===== config.mk =====
export PLATFORM = sky130hd
export DESIGN_NAME = link_capabilities_register
export DESIGN_NICKNAME = d
export VERILOG_FILES = /design/src/hdl/link_cap_pkg.sv /design/src/hdl/link_capabilities_register.sv /design/src/hdl/lane_width_decode.sv
export VERILOG_INCLUDE_DIRS = /design/src /design/src/hdl
export SDC_FILE = /design/constraint.sdc
export NUM_CORES = 1
export LEC_CHECK = 0
export BUFFER_PORTS_ARGS = -buffer_cell sky130_fd_sc_hd__buf_2
export CAP_MARGIN = 10
export CORE_MARGIN = 4
export CORE_UTILIZATION = 52
export DETAILED_ROUTE_END_ITERATION = 10
export PLACE_DENSITY = 0.8
export SETUP_SLACK_MARGIN = 0.3
export SYNTH_ARGS = -nofsm -noshare
export SYNTH_HDL_FRONTEND = slang
export SYNTH_SLANG_ARGS = --single-unit

===== constraint.sdc =====
create_clock -name clock -period 3.9 [get_ports clock]
set_clock_uncertainty 0.2 [all_clocks]
set_input_delay 0.195 -clock clock [delete_from_list [all_inputs] [get_ports clock]]
set_output_delay 0.195 -clock clock [all_outputs]
set_load 0.05 [all_outputs]

===== src/hdl/link_cap_cfg.svh =====
// Offsets, field positions, reset values and timing for the link capabilities block
`ifndef LINK_CAP_CFG_SVH
`define LINK_CAP_CFG_SVH

`define LCAP_OFFSET        12'h04C
`define LCTL_OFFSET        12'h050
`define UNLOCK_OFFSET      12'h054
`define LSTAT_OFFSET       12'h058

`define SPEED_LSB          0
`define SPEED_MSB          3
`define WIDTH_LSB          4
`define WIDTH_MSB          9
`define LPS_LSB            10
`define LPS_MSB            11
`define L0S_LSB            12
`define L0S_MSB            14
`define L1_LSB             15
`define L1_MSB             17
`define CLKRM_BIT          18
`define SDOWN_BIT          19
`define ACTREP_BIT         20
`define RSVD_LSB           21
`define RSVD_MSB           23
`define PORT_LSB           24
`define PORT_MSB           31
`define CMNCLK_BIT         6
`define UNLOCK_BIT         0

`define SPEED_RESET        4'h1
`define LPS_RESET          2'h3
`define L0S_SEPARATE       3'h5
`define L0S_COMMON         3'h3
`define L1_RESET           3'h2
`define CLKRM_RESET        1'h0

`define WIDTH_X1           6'h01
`define WIDTH_X2           6'h02
`define WIDTH_X4           6'h04

`define CLOCK_MHZ          125
`define L1_EXIT_MAX_NS     2300
`define L1_EXIT_CYCLES     ((`L1_EXIT_MAX_NS * `CLOCK_MHZ) / 1000)

`define RESP_OKAY          2'h0
`define RESP_SLVERR        2'h2

`endif


===== src/hdl/link_cap_pkg.sv =====
// Types shared by the link capabilities block
package link_cap_pkg;
	typedef logic [31:0] word_t;
	typedef logic [5:0]  lane_width_t;
	typedef logic [1:0]  axi_resp_t;
	typedef enum logic [0:0] {
		L1_IDLE,
		L1_EXITING
	} l1_state_e;
endpackage


===== src/hdl/link_capabilities_register.sv =====
// Link capabilities register with AXI4-Lite access and L1 exit timing
// How it works
// - Bits 3:0 are a read-only speed field that resets to 1 (2.5 Gbps); 2 means 5 Gbps, others are reserved.
// - Bits 9:4 hold the maximum lane width where 1, 2 and 4 are valid lane counts and other codes are reserved.
// - On the upstream port software may overwrite the width field to train narrower than the physical width.
// - A reserved or invalid width code makes the link train as a single lane.
// - After reset the width field is loaded with the port's physical lane width.
// - Bits 11:10 are fixed at 3, advertising both low-power link states.
// - With separate reference clocks the L0s exit latency in bits 14:12 reads 5.
// - With a common reference clock the L0s exit latency reads 3.
// - The common-clock choice follows bit 6 of the link control register.
// - The L1 exit latency in bits 17:15 resets to 2.
// - Every return from L1 to active finishes within 2.3 microseconds.
// - Bit 18, clock removal tolerance, resets to 0.
// - Bit 19, surprise-down reporting, resets to 1 on downstream ports and 0 upstream.
// - Bit 20, link-active reporting, resets to 1 downstream and stays 0 upstream.
// - Bits 31:24 read the port number.
`include "link_cap_cfg.svh"
module link_capabilities_register #(
	parameter int L1_EXIT_CYCLES = `L1_EXIT_CYCLES
) (
	input  wire logic                      clock,
	input  wire logic                      rst,
	input  wire logic                      is_upstream,
	input  wire logic [7:0]                port_number,
	input  wire link_cap_pkg::lane_width_t phys_width,
	input  wire logic                      l1_exit_req,
	input  wire logic                      s_axi_awvalid,
	output logic                           s_axi_awready,
	input  wire logic [11:0]               s_axi_awaddr,
	input  wire logic                      s_axi_wvalid,
	output logic                           s_axi_wready,
	input  wire link_cap_pkg::word_t       s_axi_wdata,
	input  wire logic [3:0]                s_axi_wstrb,
	output logic                           s_axi_bvalid,
	input  wire logic                      s_axi_bready,
	output link_cap_pkg::axi_resp_t        s_axi_bresp,
	input  wire logic                      s_axi_arvalid,
	output logic                           s_axi_arready,
	input  wire logic [11:0]               s_axi_araddr,
	output logic                           s_axi_rvalid,
	input  wire logic                      s_axi_rready,
	output link_cap_pkg::word_t            s_axi_rdata,
	output link_cap_pkg::axi_resp_t        s_axi_rresp,
	output link_cap_pkg::lane_width_t      train_width,
	output logic                           common_clock_config,
	output logic                           l1_exiting,
	output logic                           l1_exit_done
);
	import link_cap_pkg::*;

	if (L1_EXIT_CYCLES < 2 || L1_EXIT_CYCLES > `L1_EXIT_CYCLES) begin : g_bad_cycles
		$error("L1_EXIT_CYCLES out of range");
	end

	// Register fields
	logic        init_q, init_d;
	lane_width_t width_q, width_d;
	logic [2:0]  l1_lat_q, l1_lat_d;
	logic        clkrm_q, clkrm_d;
	logic        sdown_q, sdown_d;
	logic        active_rep_q, active_rep_d;
	logic [7:0]  port_q, port_d;
	logic        upstream_q, upstream_d;
	logic        cmn_clk_q, cmn_clk_d;
	logic        unlock_q, unlock_d;

	// Bus state
	logic        aw_have_q, aw_have_d;
	logic [11:0] aw_addr_q, aw_addr_d;
	logic        w_have_q, w_have_d;
	word_t       w_data_q, w_data_d;
	logic [3:0]  w_strb_q, w_strb_d;
	logic        bvalid_q, bvalid_d;
	axi_resp_t   bresp_q, bresp_d;
	logic        rvalid_q, rvalid_d;
	word_t       rdata_q, rdata_d;
	axi_resp_t   rresp_q, rresp_d;
	logic        awready_q, awready_d, wready_q, wready_d;
	logic        arready_q, arready_d;

	// L1 exit timer
	l1_state_e   l1_state_q, l1_state_d;
	logic [15:0] l1_cnt_q, l1_cnt_d;
	logic        l1_done_q, l1_done_d;
	logic        exiting_q, exiting_d;

	word_t       lcap_word;
	wire word_t  wr_merged;
	logic [2:0]  l0s_lat;
	logic        do_write;

	always_comb begin
		l0s_lat = cmn_clk_q ? `L0S_COMMON : `L0S_SEPARATE;
		lcap_word = '0;
		lcap_word[`SPEED_MSB:`SPEED_LSB] = `SPEED_RESET;
		lcap_word[`WIDTH_MSB:`WIDTH_LSB] = width_q;
		lcap_word[`LPS_MSB:`LPS_LSB] = `LPS_RESET;
		lcap_word[`L0S_MSB:`L0S_LSB] = l0s_lat;
		lcap_word[`L1_MSB:`L1_LSB] = l1_lat_q;
		lcap_word[`CLKRM_BIT] = clkrm_q;
		lcap_word[`SDOWN_BIT] = sdown_q;
		lcap_word[`ACTREP_BIT] = active_rep_q;
		lcap_word[`RSVD_MSB:`RSVD_LSB] = 3'h0;
		lcap_word[`PORT_MSB:`PORT_LSB] = port_q;
	end

	for (genvar b = 0; b < 4; b++) begin : g_merge
		assign wr_merged[b * 8 +: 8] = w_strb_q[b] ? w_data_q[b * 8 +: 8] : lcap_word[b * 8 +: 8];
	end

	assign do_write = aw_have_q && w_have_q && !bvalid_q;

	always_comb begin
		init_d = 1'b1;
		width_d = width_q;
		l1_lat_d = l1_lat_q;
		clkrm_d = clkrm_q;
		sdown_d = sdown_q;
		active_rep_d = active_rep_q;
		port_d = port_q;
		upstream_d = upstream_q;
		cmn_clk_d = cmn_clk_q;
		unlock_d = unlock_q;
		if (!init_q) begin
			width_d = phys_width;
			port_d = port_number;
			upstream_d = is_upstream;
			sdown_d = !is_upstream;
			active_rep_d = !is_upstream;
		end else if (do_write) begin
			case (aw_addr_q)
				`LCAP_OFFSET: begin
					if (unlock_q) begin
						if (upstream_q) begin
							width_d = wr_merged[`WIDTH_MSB:`WIDTH_LSB];
						end
						l1_lat_d = wr_merged[`L1_MSB:`L1_LSB];
						clkrm_d = wr_merged[`CLKRM_BIT];
						sdown_d = wr_merged[`SDOWN_BIT] && !upstream_q;
						active_rep_d = wr_merged[`ACTREP_BIT] && !upstream_q;
					end
				end
				`LCTL_OFFSET: begin
					if (w_strb_q[0]) begin
						cmn_clk_d = w_data_q[`CMNCLK_BIT];
					end
				end
				`UNLOCK_OFFSET: begin
					if (w_strb_q[0]) begin
						unlock_d = w_data_q[`UNLOCK_BIT];
					end
				end
				default: begin
				end
			endcase
		end
	end

	always_comb begin
		aw_have_d = aw_have_q;
		aw_addr_d = aw_addr_q;
		w_have_d = w_have_q;
		w_data_d = w_data_q;
		w_strb_d = w_strb_q;
		bvalid_d = bvalid_q;
		bresp_d = bresp_q;
		rvalid_d = rvalid_q;
		rdata_d = rdata_q;
		rresp_d = rresp_q;
		if (s_axi_awvalid && s_axi_awready) begin
			aw_have_d = 1'b1;
			aw_addr_d = {s_axi_awaddr[11:2], 2'b00};
		end
		if (s_axi_wvalid && s_axi_wready) begin
			w_have_d = 1'b1;
			w_data_d = s_axi_wdata;
			w_strb_d = s_axi_wstrb;
		end
		if (do_write) begin
			aw_have_d = 1'b0;
			w_have_d = 1'b0;
			bvalid_d = 1'b1;
			case (aw_addr_q)
				`LCAP_OFFSET, `LCTL_OFFSET, `UNLOCK_OFFSET, `LSTAT_OFFSET: bresp_d = `RESP_OKAY;
				default: bresp_d = `RESP_SLVERR;
			endcase
		end else if (bvalid_q && s_axi_bready) begin
			bvalid_d = 1'b0;
		end
		if (s_axi_arvalid && s_axi_arready) begin
			rvalid_d = 1'b1;
			rresp_d = `RESP_OKAY;
			case ({s_axi_araddr[11:2], 2'b00})
				`LCAP_OFFSET: rdata_d = lcap_word;
				`LCTL_OFFSET: rdata_d = word_t'({cmn_clk_q, 6'h00});
				`UNLOCK_OFFSET: rdata_d = word_t'(unlock_q);
				`LSTAT_OFFSET: rdata_d = word_t'({upstream_q, l1_state_q == L1_EXITING, train_width});
				default: begin
					rdata_d = '0;
					rresp_d = `RESP_SLVERR;
				end
			endcase
		end else if (rvalid_q && s_axi_rready) begin
			rvalid_d = 1'b0;
		end
		awready_d = !aw_have_d;
		wready_d = !w_have_d;
		arready_d = !rvalid_d;
	end

	always_comb begin
		l1_state_d = l1_state_q;
		l1_cnt_d = l1_cnt_q;
		l1_done_d = 1'b0;
		case (l1_state_q)
			L1_IDLE: begin
				if (l1_exit_req) begin
					l1_state_d = L1_EXITING;
					l1_cnt_d = 16'(L1_EXIT_CYCLES - 2);
				end
			end
			L1_EXITING: begin
				if (l1_cnt_q == 16'h0000) begin
					l1_state_d = L1_IDLE;
					l1_done_d = 1'b1;
				end else begin
					l1_cnt_d = l1_cnt_q - 16'h0001;
				end
			end
			default: l1_state_d = L1_IDLE;
		endcase
		exiting_d = (l1_state_d == L1_EXITING);
	end

	always_ff @(posedge clock or posedge rst) begin
		if (rst) begin
			init_q <= 1'b0;
			width_q <= `WIDTH_X1;
			l1_lat_q <= `L1_RESET;
			clkrm_q <= `CLKRM_RESET;
			sdown_q <= 1'b0;
			active_rep_q <= 1'b0;
			port_q <= 8'h00;
			upstream_q <= 1'b0;
			cmn_clk_q <= 1'b0;
			unlock_q <= 1'b0;
			aw_have_q <= 1'b0;
			aw_addr_q <= 12'h000;
			w_have_q <= 1'b0;
			w_data_q <= '0;
			w_strb_q <= 4'h0;
			bvalid_q <= 1'b0;
			bresp_q <= `RESP_OKAY;
			rvalid_q <= 1'b0;
			rdata_q <= '0;
			rresp_q <= `RESP_OKAY;
			l1_state_q <= L1_IDLE;
			l1_cnt_q <= 16'h0000;
			l1_done_q <= 1'b0;
			awready_q <= 1'b1;
			wready_q <= 1'b1;
			arready_q <= 1'b1;
			exiting_q <= 1'b0;
		end else begin
			init_q <= init_d;
			width_q <= width_d;
			l1_lat_q <= l1_lat_d;
			clkrm_q <= clkrm_d;
			sdown_q <= sdown_d;
			active_rep_q <= active_rep_d;
			port_q <= port_d;
			upstream_q <= upstream_d;
			cmn_clk_q <= cmn_clk_d;
			unlock_q <= unlock_d;
			aw_have_q <= aw_have_d;
			aw_addr_q <= aw_addr_d;
			w_have_q <= w_have_d;
			w_data_q <= w_data_d;
			w_strb_q <= w_strb_d;
			bvalid_q <= bvalid_d;
			bresp_q <= bresp_d;
			rvalid_q <= rvalid_d;
			rdata_q <= rdata_d;
			rresp_q <= rresp_d;
			l1_state_q <= l1_state_d;
			l1_cnt_q <= l1_cnt_d;
			l1_done_q <= l1_done_d;
			awready_q <= awready_d;
			wready_q <= wready_d;
			arready_q <= arready_d;
			exiting_q <= exiting_d;
		end
	end

	lane_width_decode u_width (
		.clock       (clock),
		.rst         (rst),
		.width_field (width_q),
		.train_width (train_width)
	);

	assign s_axi_awready = awready_q;
	assign s_axi_wready = wready_q;
	assign s_axi_bvalid = bvalid_q;
	assign s_axi_bresp = bresp_q;
	assign s_axi_arready = arready_q;
	assign s_axi_rvalid = rvalid_q;
	assign s_axi_rdata = rdata_q;
	assign s_axi_rresp = rresp_q;
	assign common_clock_config = cmn_clk_q;
	assign l1_exiting = exiting_q;
	assign l1_exit_done = l1_done_q;
endmodule


===== src/hdl/lane_width_decode.sv =====
// Maps the programmed width field onto the width the link really trains at
`include "link_cap_cfg.svh"
module lane_width_decode (
	input  wire logic                      clock,
	input  wire logic                      rst,
	input  wire link_cap_pkg::lane_width_t width_field,
	output link_cap_pkg::lane_width_t      train_width
);
	import link_cap_pkg::*;

	lane_width_t train_width_d;
	lane_width_t train_width_q;

	always_comb begin
		case (width_field)
			`WIDTH_X1: train_width_d = `WIDTH_X1;
			`WIDTH_X2: train_width_d = `WIDTH_X2;
			`WIDTH_X4: train_width_d = `WIDTH_X4;
			default: train_width_d = `WIDTH_X1;
		endcase
	end

	always_ff @(posedge clock or posedge rst) begin
		if (rst) begin
			train_width_q <= `WIDTH_X1;
		end else begin
			train_width_q <= train_width_d;
		end
	end

	assign train_width = train_width_q;
endmodule


==> run metrics, run 1 <==
outcome complete, no violations; RSZ-0062 raised after global routing no; crit path max fanout 24; Max Fclk 0.455 GHz; clk sinks 106; remaining global-route overflow 0; dominant synthesized flop cell dfrtp_1; switching share of power 33.3%; core area 8810 sq um; Crit Path Class flip-flop to flip-flop; CP required 3.98 ns; P_int 2.02 mW; ys async rst share 100%; initial antenna violation count 0; PortBufs 99; area grow syn2layout 24.8%; Post-Syn Area 4770 sq um; Clock Path Buffers 2; Compound-Gate Fraction of Synth Area 12.5%; max_slew headroom 26.6%; total number of vias 3553; Post-Synthesis Cells 396; total CTS buffers 9; period utilisation layout 56.4%; combinational power share 24.2%; sequential fraction of the synthesis area 55.7%; Clk Tree Root Cell clkbuf_8; CTS tree yes; residual DRC count 0; share of cells above drive strength 1 34.4%; postcts setup bufs 0; Leak Pwr 2.79 nW; final setup vio count 0; first-pass GRT wire length 18000 microns; die height 104 microns; post-synthesis mux area share 10.5%; number of flops mapped to enable cells by yosys 0; Hold Path Class input pin to flip-flop; Clk pin slew, worst setup/hold paths 0.10 ns; WL per Instance 16.1 microns; slowest CP cell dfrtp_1; commonest non-fill, non-tap cell in the layout dfrtp_1; Worst VDD drop 0.000454 V; crit-path max cell delay 0.82 ns; PD cells 508 nW/um^2; Worst Path Arrival 2.28 ns; Unique masters post-synth 64; CP endpoint kind flip-flop; Mean Syn Cell Area 12.1 sq um; via-per-instance ratio 5.48; Worst Setup Start Kind flip-flop; clock power share 23.5%; largest family of logic cells by synthesized area simple AND/OR/NAND/NOR gates; Starting Density 54.2%; die area 10800 sq um; Layout Nets 619; Least-Margin Pin Slew 1.10 ns; routed wire length 10400 microns; crit path time final 2.20 ns; iteration count of the initial detailed-routing pass 4; ANT cells 0; Std-Cell Rows 34; crit path cell chain or2_2 > nand3_2 > a2111oi_2 > mux2i_1; pin count of the biggest net entering global routing 42; hold buffer count at cts 45; Setup TNS Final 0 ns; hold_ws 0.0582 ns; XOR/XNOR share of the synthesized area 0.367%; initial drt markers 158; maxcap violations 0; post-route ant nets 0; highest-count cells in the layout ignoring fill and taps dfrtp_1, buf_2, dlygate4sd3_1, mux2_2, nand2_1; placed wire-length estimate 7050 microns; PostCTS Resize Cnt 0; GRT Util Overall 20.5%; CTS H-tree depth 3; Die Wd 104 microns; Synth Register Bits 106; Synth Area in Simple Gates 15.7%; routability cong. 0.851; yosys warns 0; worst skew pair latency 0.36 ns; Synth Area in Adders 0.262%; switching power 1.01 mW; vias in the first global route 3626; Flop pwr share 52.3%; Hold Vio Cnt, Final 0; Max Slew Vio Count 0; Top Ports 133
==> through the flow <==
stage	util, %	instance area [sq um]	worst slack [ns]	instances	total power, mW
2_1_floorplan	-	4800	0.726	404	2.12
3_3_place_gp	60.1	5290	1.81	587	2.25
3_5_place_dp	60.1	5290	1.69	587	2.30
4_1_cts	67.6	5950	1.69	648	3.04
5_1_grt	67.6	5950	1.58	648	3.21
6_report	67.6	5950	1.70	648	3.03
==> cells in the mapped netlist (all sizes together) (6+ instances only) <==
library cell / count / area, sq um
o31ai: 12 / 90.1
nor3b: 7 / 57.6
clkbuf: 12 / 45.0
a21oi: 6 / 30.0
nand2b: 7 / 43.8
nor2: 20 / 77.6
nor3: 8 / 56.3
a31oi: 13 / 81.3
or3: 9 / 61.3
nand2: 29 / 109
dfrtp: 100 / 2500
buf: 15 / 121
o21ai: 12 / 67.6
inv: 16 / 60.1
mux2: 40 / 450
a22o: 22 / 193
dfstp: 6 / 158
==> worst max-delay path: cells and delay by family (launching register included) <==
kind	cells	cell delay [ns]
AO/OA/AOI/OAI	1	0.44
flip-flops	1	0.82
multiplexers	1	0.25
AND/OR/NAND/NOR	2	0.41
==> path summary, 6_finish.rpt <==
| kind | slack (ns) | cells after the start | from | end |
|---|---|---|---|---|
| max reg2reg | 1.70 | 4 | l1_exiting | l1_cnt_q[9] |
| max in group asynchronous | 2.44 | 4 | rst | width_q[0] |
| min in group asynchronous | 0.18 | 3 | rst | aw_addr_q[6] |
| max | 1.70 | 4 | l1_exiting | l1_cnt_q[9] |
| min | 0.06 | 4 | s_axi_araddr[4] | s_axi_rresp[1] |
| min reg2reg | 0.28 | 2 | s_axi_rresp[1] | s_axi_rresp[1] |
==> power groups by stage <==
stage / clock [mW] / combinational (mW) / sequential [mW]
after global routing: 0.777 / 0.813 / 1.62
after floorplan: 0 / 0.481 / 1.64
after CTS: 0.725 / 0.735 / 1.58
final: 0.710 / 0.734 / 1.58
after global placement: 0 / 0.671 / 1.58
after detailed placement: 0 / 0.699 / 1.60
==> sequential cells by signal, indices dropped and copies added (netlist names), 3 cells and up <==
register and flops:
s_axi_rdata 26, w_data_q 13, aw_addr_q 10, l1_lat_q 3, l1_cnt_q 16, port_q 8, width_q 6, w_strb_q 3
u_width.train_width 3
==> metal layers <==
layer  wire, microns  GRT usage [%]  vias to the layer above
li1                -              -                     1698
met1            4570           27.0                     1740
met2            5220           34.4                      102
met3             504           3.98                       13
met4             150           6.74                        0
met5               0              0                        -
==> cell families after synthesis <==
kind of cell	after synthesis
mux	45
buf+inv	43
fa+ha+maj	1
compound gates	80
xor+xnor	2
other cells	2
simple gates	117
flops	106
==> area by class of cell <==
class                      count  area, sq um
timing repair buffer         147          968
inverter                      16         62.6
fill                         634         2850
clock buffer                  10          138
multi-input combinational    255         1920
clock inverter                 6         75.1
tap                          108          135
sequential                   106         2660
Power figures use the tool's default switching activity.
==> run 2, diff against run 1 <==
clock period = 2.18 ns   (was 3.9 ns; I/O delays follow)
==> run 2 against run 1 <==
Non-clock buffer count rose by 27; register-to-register slack worse by 1.5 ns; cell count grew 4.3%; utilization increased by 4.9 points; setup slack worse by 1.5 ns; combinational power grew 120%; sequential power rose by 81%; critical path type unchanged; total power up 89%; clock power up 79%.
==> run metrics, run 2 (synthesis gave the netlist of run 1 again) <==
slowest CP cell dfrtp_1 (unchanged); # placed instances 597 (was 587); residual DRC count 0 (unchanged); Worst Path Arrival 2.01 ns (was 2.28 ns); routed wire length 11600 microns (was 10400 microns); Starting Density 54.2% (unchanged); post-route ant nets 0 (unchanged); Hold Vio Cnt, Final 0 (unchanged); maxcap violations 0 (unchanged); Clock Path Buffers 2 (unchanged); PortBufs 99 (unchanged); crit-path max cell delay 0.42 ns (was 0.82 ns); total CTS buffers 9 (unchanged); Setup TNS Final 0 ns (unchanged); ANT cells 0 (unchanged); Hold Path Class input pin to flip-flop (unchanged); crit path time final 1.95 ns (was 2.20 ns); via-per-instance ratio 5.58 (was 5.48); core area 8810 sq um (unchanged); Max Fclk 0.513 GHz (was 0.455 GHz); Top delay family on crit path simple AND/OR/NAND/NOR gates (was flip-flops); outcome complete, no violations (unchanged); Final WS setup 0.231 ns (was 1.70 ns); Max Slew Vio Count 0 (unchanged); total number of vias 3769 (was 3553); DP Worst Slack 0.0497 ns (was 1.69 ns); Worst VDD drop 0.000796 V (was 0.000454 V); period utilisation layout 89.4% (was 56.4%); Clk Tree Root Cell clkbuf_8 (unchanged); CTS H-tree depth 3 (unchanged); WL per Instance 17.1 microns (was 16.1 microns); share of cells above drive strength 1 41.4% (was 34.4%); Std-Cell Rows 34 (unchanged); area grow syn2layout 33.9% (was 24.8%); GRT Util Overall 21.4% (was 20.5%); commonest non-fill, non-tap cell in the layout buf_2 (was dfrtp_1); initial drt markers 160 (was 158); final setup vio count 0 (unchanged); Clk pin slew, worst setup/hold paths 0.11 ns (was 0.10 ns); Crit Path Class flip-flop to flip-flop (unchanged); Top Ports 133 (unchanged); max FFs per register 26 (unchanged); post-route insts no fill 676 (was 648); Layout Nets 647 (was 619); Worst Setup Start Kind flip-flop (unchanged); clk sinks 106 (unchanged); placed wire-length estimate 7390 microns (was 7050 microns); remaining global-route overflow 0 (unchanged); Die Wd 104 microns (unchanged); crit path max fanout 3 (was 24); pin count of the biggest net entering global routing 41 (was 42); worst skew pair latency 0.37 ns (was 0.36 ns); CP endpoint kind flip-flop (unchanged); die area 10800 sq um (unchanged); CP required 2.25 ns (was 3.98 ns); crit path cell chain nor4b_4 > buf_4 > nand4b_1 > buf_6 > nor2_4 > mux2_4 (was or2_2 > nand3_2 > a2111oi_2 > mux2i_1); Leak Pwr 3.01 nW (was 2.79 nW); highest-count cells in the layout ignoring fill and taps buf_2, dfrtp_1, dlygate4sd3_1, mux2_2, nand2_1 (was dfrtp_1, buf_2, dlygate4sd3_1, mux2_2, nand2_1); initial antenna violation count 0 (unchanged); first-pass GRT wire length 18800 microns (was 18000 microns); CP Buf/Inv Count 2 (was 0); die height 104 microns (unchanged); RSZ-0062 raised after global routing yes (was no); CTS tree yes (unchanged); routability cong. 0.789 (was 0.851); PD cells 897 nW/um^2 (was 508 nW/um^2); iteration count of the initial detailed-routing pass 4 (unchanged); vias in the first global route 3870 (was 3626)
-- run 2: cell types whose count changed in the layout (fill, tap and decap cells not counted), sizes merged --
cell,before,now
buf,102,127
dlygate4sd3,45,47
inv,17,19
clkbuf,10,9
clkinv,3,2
nand3b,2,3
-- run 2: worst paths after layout --
check | from | to | slack, ns | cells past startpoint
max in group asynchronous | rst | s_axi_arready | 1.05 | 4
min in group asynchronous | rst | aw_addr_q[5] | 0.05 | 3
min | s_axi_araddr[2] | s_axi_rdata[0] | 0.03 | 4
max | aw_addr_q[9] | l1_lat_q[2] | 0.23 | 6
min reg2reg | s_axi_rdata[14] | s_axi_rdata[14] | 0.29 | 2
max reg2reg | aw_addr_q[9] | l1_lat_q[2] | 0.23 | 6
-- run 2: cell type report --
| class | instances | area, sq um |
|---|---|---|
| Multi-Input combinational cell | 256 | 2110 |
| Inverter | 16 | 63.8 |
| Timing Repair Buffer | 174 | 1210 |
| Tap cell | 108 | 135 |
| Sequential cell | 106 | 2660 |
| Fill cell | 582 | 2420 |
| Clock buffer | 9 | 124 |
| Clock inverter | 7 | 81.3 |
-- run 2: repair_timing --
action                     in CTS  in global routing
hold endpoints to repair      154                  0
setup endpoints to repair      21                 30
setup buffers                  10                  5
resized for setup              15                 24
hold buffers                   47                  0
pin swaps                      19                 17
gates cloned                    1                  0
-- run 2: worst reg2reg max path: cells and delay by family, from the launching register on --
| kind | cells | cell delay [ns] |
|---|---|---|
| AND/OR/NAND/NOR | 3 | 0.59 |
| multiplexers | 1 | 0.31 |
| flip-flops | 1 | 0.42 |
| buffers and inverters | 2 | 0.32 |
-- run 2: metrics by stage --
step           total power [mW]  utilization (%)  instance area (sq um)  hold WS, ns
5_1_grt                    6.04             72.6                   6390       0.0404
6_report                   5.73             72.6                   6390       0.0284
2_1_floorplan              3.82                -                   4830      0.00179
4_1_cts                    5.61             70.8                   6240       0.0180
3_5_place_dp               4.17             61.5                   5420      -0.0934
3_3_place_gp               4.09             61.5                   5420      -0.0974
-- run 2: where the power goes --
| part | leakage (nW) | total (mW) | internal [mW] | switching [mW] |
|---|---|---|---|---|
| registers | 1.31 | 2.86 | 2.42 | 0.439 |
| logic | 1.60 | 1.60 | 0.778 | 0.822 |
| clock network | 0.107 | 1.27 | 0.553 | 0.717 |
| total | 3.01 | 5.73 | 3.75 | 1.98 |
-- run 2: routing by layer --
metal | track usage (%) | share of wire [%]
met5 | 0 | 0
met4 | 7.88 | 2.6
met3 | 4.17 | 4.4
met2 | 37.6 | 53
met1 | 26.4 | 40
==> run 3, diff against run 2 <==
clock period = 2.1 ns   (was 2.18 ns; I/O delays follow)
==> run 3 against run 2 <==
Clock-buffer cell count rose by 1; die area did not move; sequential share of layout area fell by 1.9 points; wire length rose by 9.6%; flip-flop and latch count did not move; setup slack got worse by 0.12 ns; critical path type unchanged; critical endpoint is now l1_cnt_q[0]; largest cell class unchanged; highest routed layer unchanged.
==> run metrics, run 3 (synthesis gave the netlist of run 1 again) <==
Core Util, Final 76.3% (was 72.6%); outcome complete, no violations (unchanged); total CTS buffers 9 (unchanged); residual DRC count 0 (unchanged); Crit Path Class flip-flop to flip-flop (unchanged); CTS tree yes (unchanged); worst skew pair latency 0.37 ns (about the same); RSZ-0062 raised after global routing yes (unchanged); Setup TNS Final 0 ns (unchanged); via-per-instance ratio 5.67 (was 5.58); Worst Path Arrival 2.04 ns (was 2.01 ns); Die Wd 104 microns (unchanged); switching power 2.18 mW (was 1.98 mW); PD cells 912 nW/um^2 (was 897 nW/um^2); Hold Path Class input pin to flip-flop (unchanged); post-route ant nets 0 (unchanged); maxcap violations 0 (unchanged); clk sinks 106 (unchanged); CP endpoint kind flip-flop (unchanged); crit path time final 1.99 ns (was 1.95 ns); Max Slew Vio Count 0 (unchanged); clock power share 19.1% (was 22.2%); WL per Instance 18.3 microns (was 17.1 microns); PortBufs 99 (unchanged); Starting Density 54.2% (unchanged); P_int 3.94 mW (was 3.75 mW); first-pass GRT wire length 19500 microns (was 18800 microns); total power draw 6.13 mW (was 5.73 mW); final setup vio count 0 (unchanged); Worst Setup Start Kind flip-flop (unchanged); hold_ws 0.0218 ns (was 0.0284 ns); Leak Pwr 3.13 nW (was 3.01 nW); iteration count of the initial detailed-routing pass 4 (unchanged); core area 8810 sq um (unchanged); CTS H-tree depth 3 (unchanged); max_slew headroom 62.9%; vias in the first global route 3932 (was 3870); routability cong. 0.857 (was 0.789); Max Fclk 0.503 GHz (was 0.513 GHz); initial antenna violation count 1 (was 0); Hold Vio Cnt, Final 0 (unchanged); fill cell count 550 (was 582); highest-count cells in the layout ignoring fill and taps buf_2, dfrtp_1, dlygate4sd3_1, buf_4, mux2_2 (was buf_2, dfrtp_1, dlygate4sd3_1, mux2_2, nand2_1); Std-Cell Rows 34 (unchanged); CP required 2.15 ns (was 2.25 ns); commonest non-fill, non-tap cell in the layout buf_2 (unchanged); Layout Nets 664 (was 647); Least-Margin Pin Slew 0.556 ns; Clk Tree Root Cell clkbuf_8 (unchanged); max FFs per register 26 (unchanged); die height 104 microns (unchanged); placed wire-length estimate 7280 microns (was 7390 microns); Clk pin slew, worst setup/hold paths 0.11 ns (about the same); initial drt markers 185 (was 160); # placed instances 595 (was 597); multi-input logic area 2320 sq um (was 2110 sq um); GRT Util Overall 22.3% (was 21.4%); area grow syn2layout 40.7% (was 33.9%); switching share of power 35.6% (was 34.5%); Flop pwr share 48.6% (was 49.9%); Clock Path Buffers 2 (unchanged); die area 10800 sq um (unchanged); crit path max fanout 5 (was 3); routed wire length 12700 microns (was 11600 microns); sequential cell area 2670 sq um (was 2660 sq um); Worst VDD drop 0.000933 V (was 0.000796 V); pin count of the biggest net entering global routing 107 (was 41); remaining global-route overflow 0 (unchanged); Top Ports 133 (unchanged); share of cells above drive strength 1 47.7% (was 41.4%); total number of vias 3935 (was 3769); post-route insts no fill 694 (was 676); period utilisation layout 94.7% (was 89.4%); combinational power share 32.3% (was 27.9%)
## run 3: changes by cell type in the layout (fill, tap and decap cells not counted), moves of 4 or more
cell,change
a31oi_1,-4
buf_4,+13
buf_6,+5
dfrtp_1,-6
dfrtp_2,+6
o31ai_1,-5
or3_1,-4
or3_4,+4
## run 3: timing repair
action / 4_1_cts / 5_1_grt
gates resized for setup: 40 / 38
gates cloned: 1 / 0
hold endpoints to repair: 149 / 0
setup endpoints to repair: 29 / 30
buffers inserted: 17 / 17
pin swaps: 21 / 40
hold buffers: 47 / 0
## run 3: per-stage QoR
step	cell area, sq um	setup slack (ns)
after CTS	6390	0.198
after global placement	5420	0.110
after floorplan	4870	0.185
final	6720	0.111
after global routing	6720	0.0435
after detailed placement	5420	0.0737
## run 3: final timing paths
check	startpoint	endpoint	slack (ns)	depth (start not counted)
worst max-delay path	l1_cnt_q[5]	l1_cnt_q[0]	0.11	5
worst min-delay path	s_axi_araddr[2]	s_axi_rdata[0]	0.02	4
worst max register to register	l1_cnt_q[5]	l1_cnt_q[0]	0.11	5
worst min register to register	s_axi_rdata[14]	s_axi_rdata[14]	0.28	2
max in group asynchronous	rst	l1_cnt_q[12]	1.03	4
min in group asynchronous	rst	l1_cnt_q[2]	0.21	4
## run 3: worst max-delay path, stage by stage (launching register included)
cell and delay [ns]:
dfrtp_2 0.47, nor3_4 0.36, buf_4 0.19, and4_4 0.30, a21boi_4 0.08, mux2_4 0.27
## run 3: layout make-up
type,instances,share of cell area (%)
clock buffer,10,1.90
tap,108,2.01
inverter,16,0.950
antenna,1,0.0373
timing repair buffer,191,20.0
clock inverter,6,0.745
multi-input combinational,256,34.5
sequential,106,39.8
## run 3: routing by layer
| layer | global-route usage [%] | vias up | wire [microns] |
|---|---|---|---|
| li1 | - | 1791 | - |
| met1 | 27.3 | 1975 | 5120 |
| met2 | 39.1 | 141 | 6520 |
| met3 | 4.54 | 28 | 664 |
| met4 | 8.07 | 0 | 372 |
| met5 | 0 | - | 0 |
## run 3: power groups by stage
stage | sequential (mW) | clock [mW] | combinational (mW)
6_report | 2.98 | 1.17 | 1.98
5_1_grt | 3.04 | 1.27 | 2.12
4_1_cts | 2.95 | 1.18 | 1.64
3_5_place_dp | 2.99 | 0 | 1.36
3_3_place_gp | 2.95 | 0 | 1.31
2_1_floorplan | 3.06 | 0 | 0.932
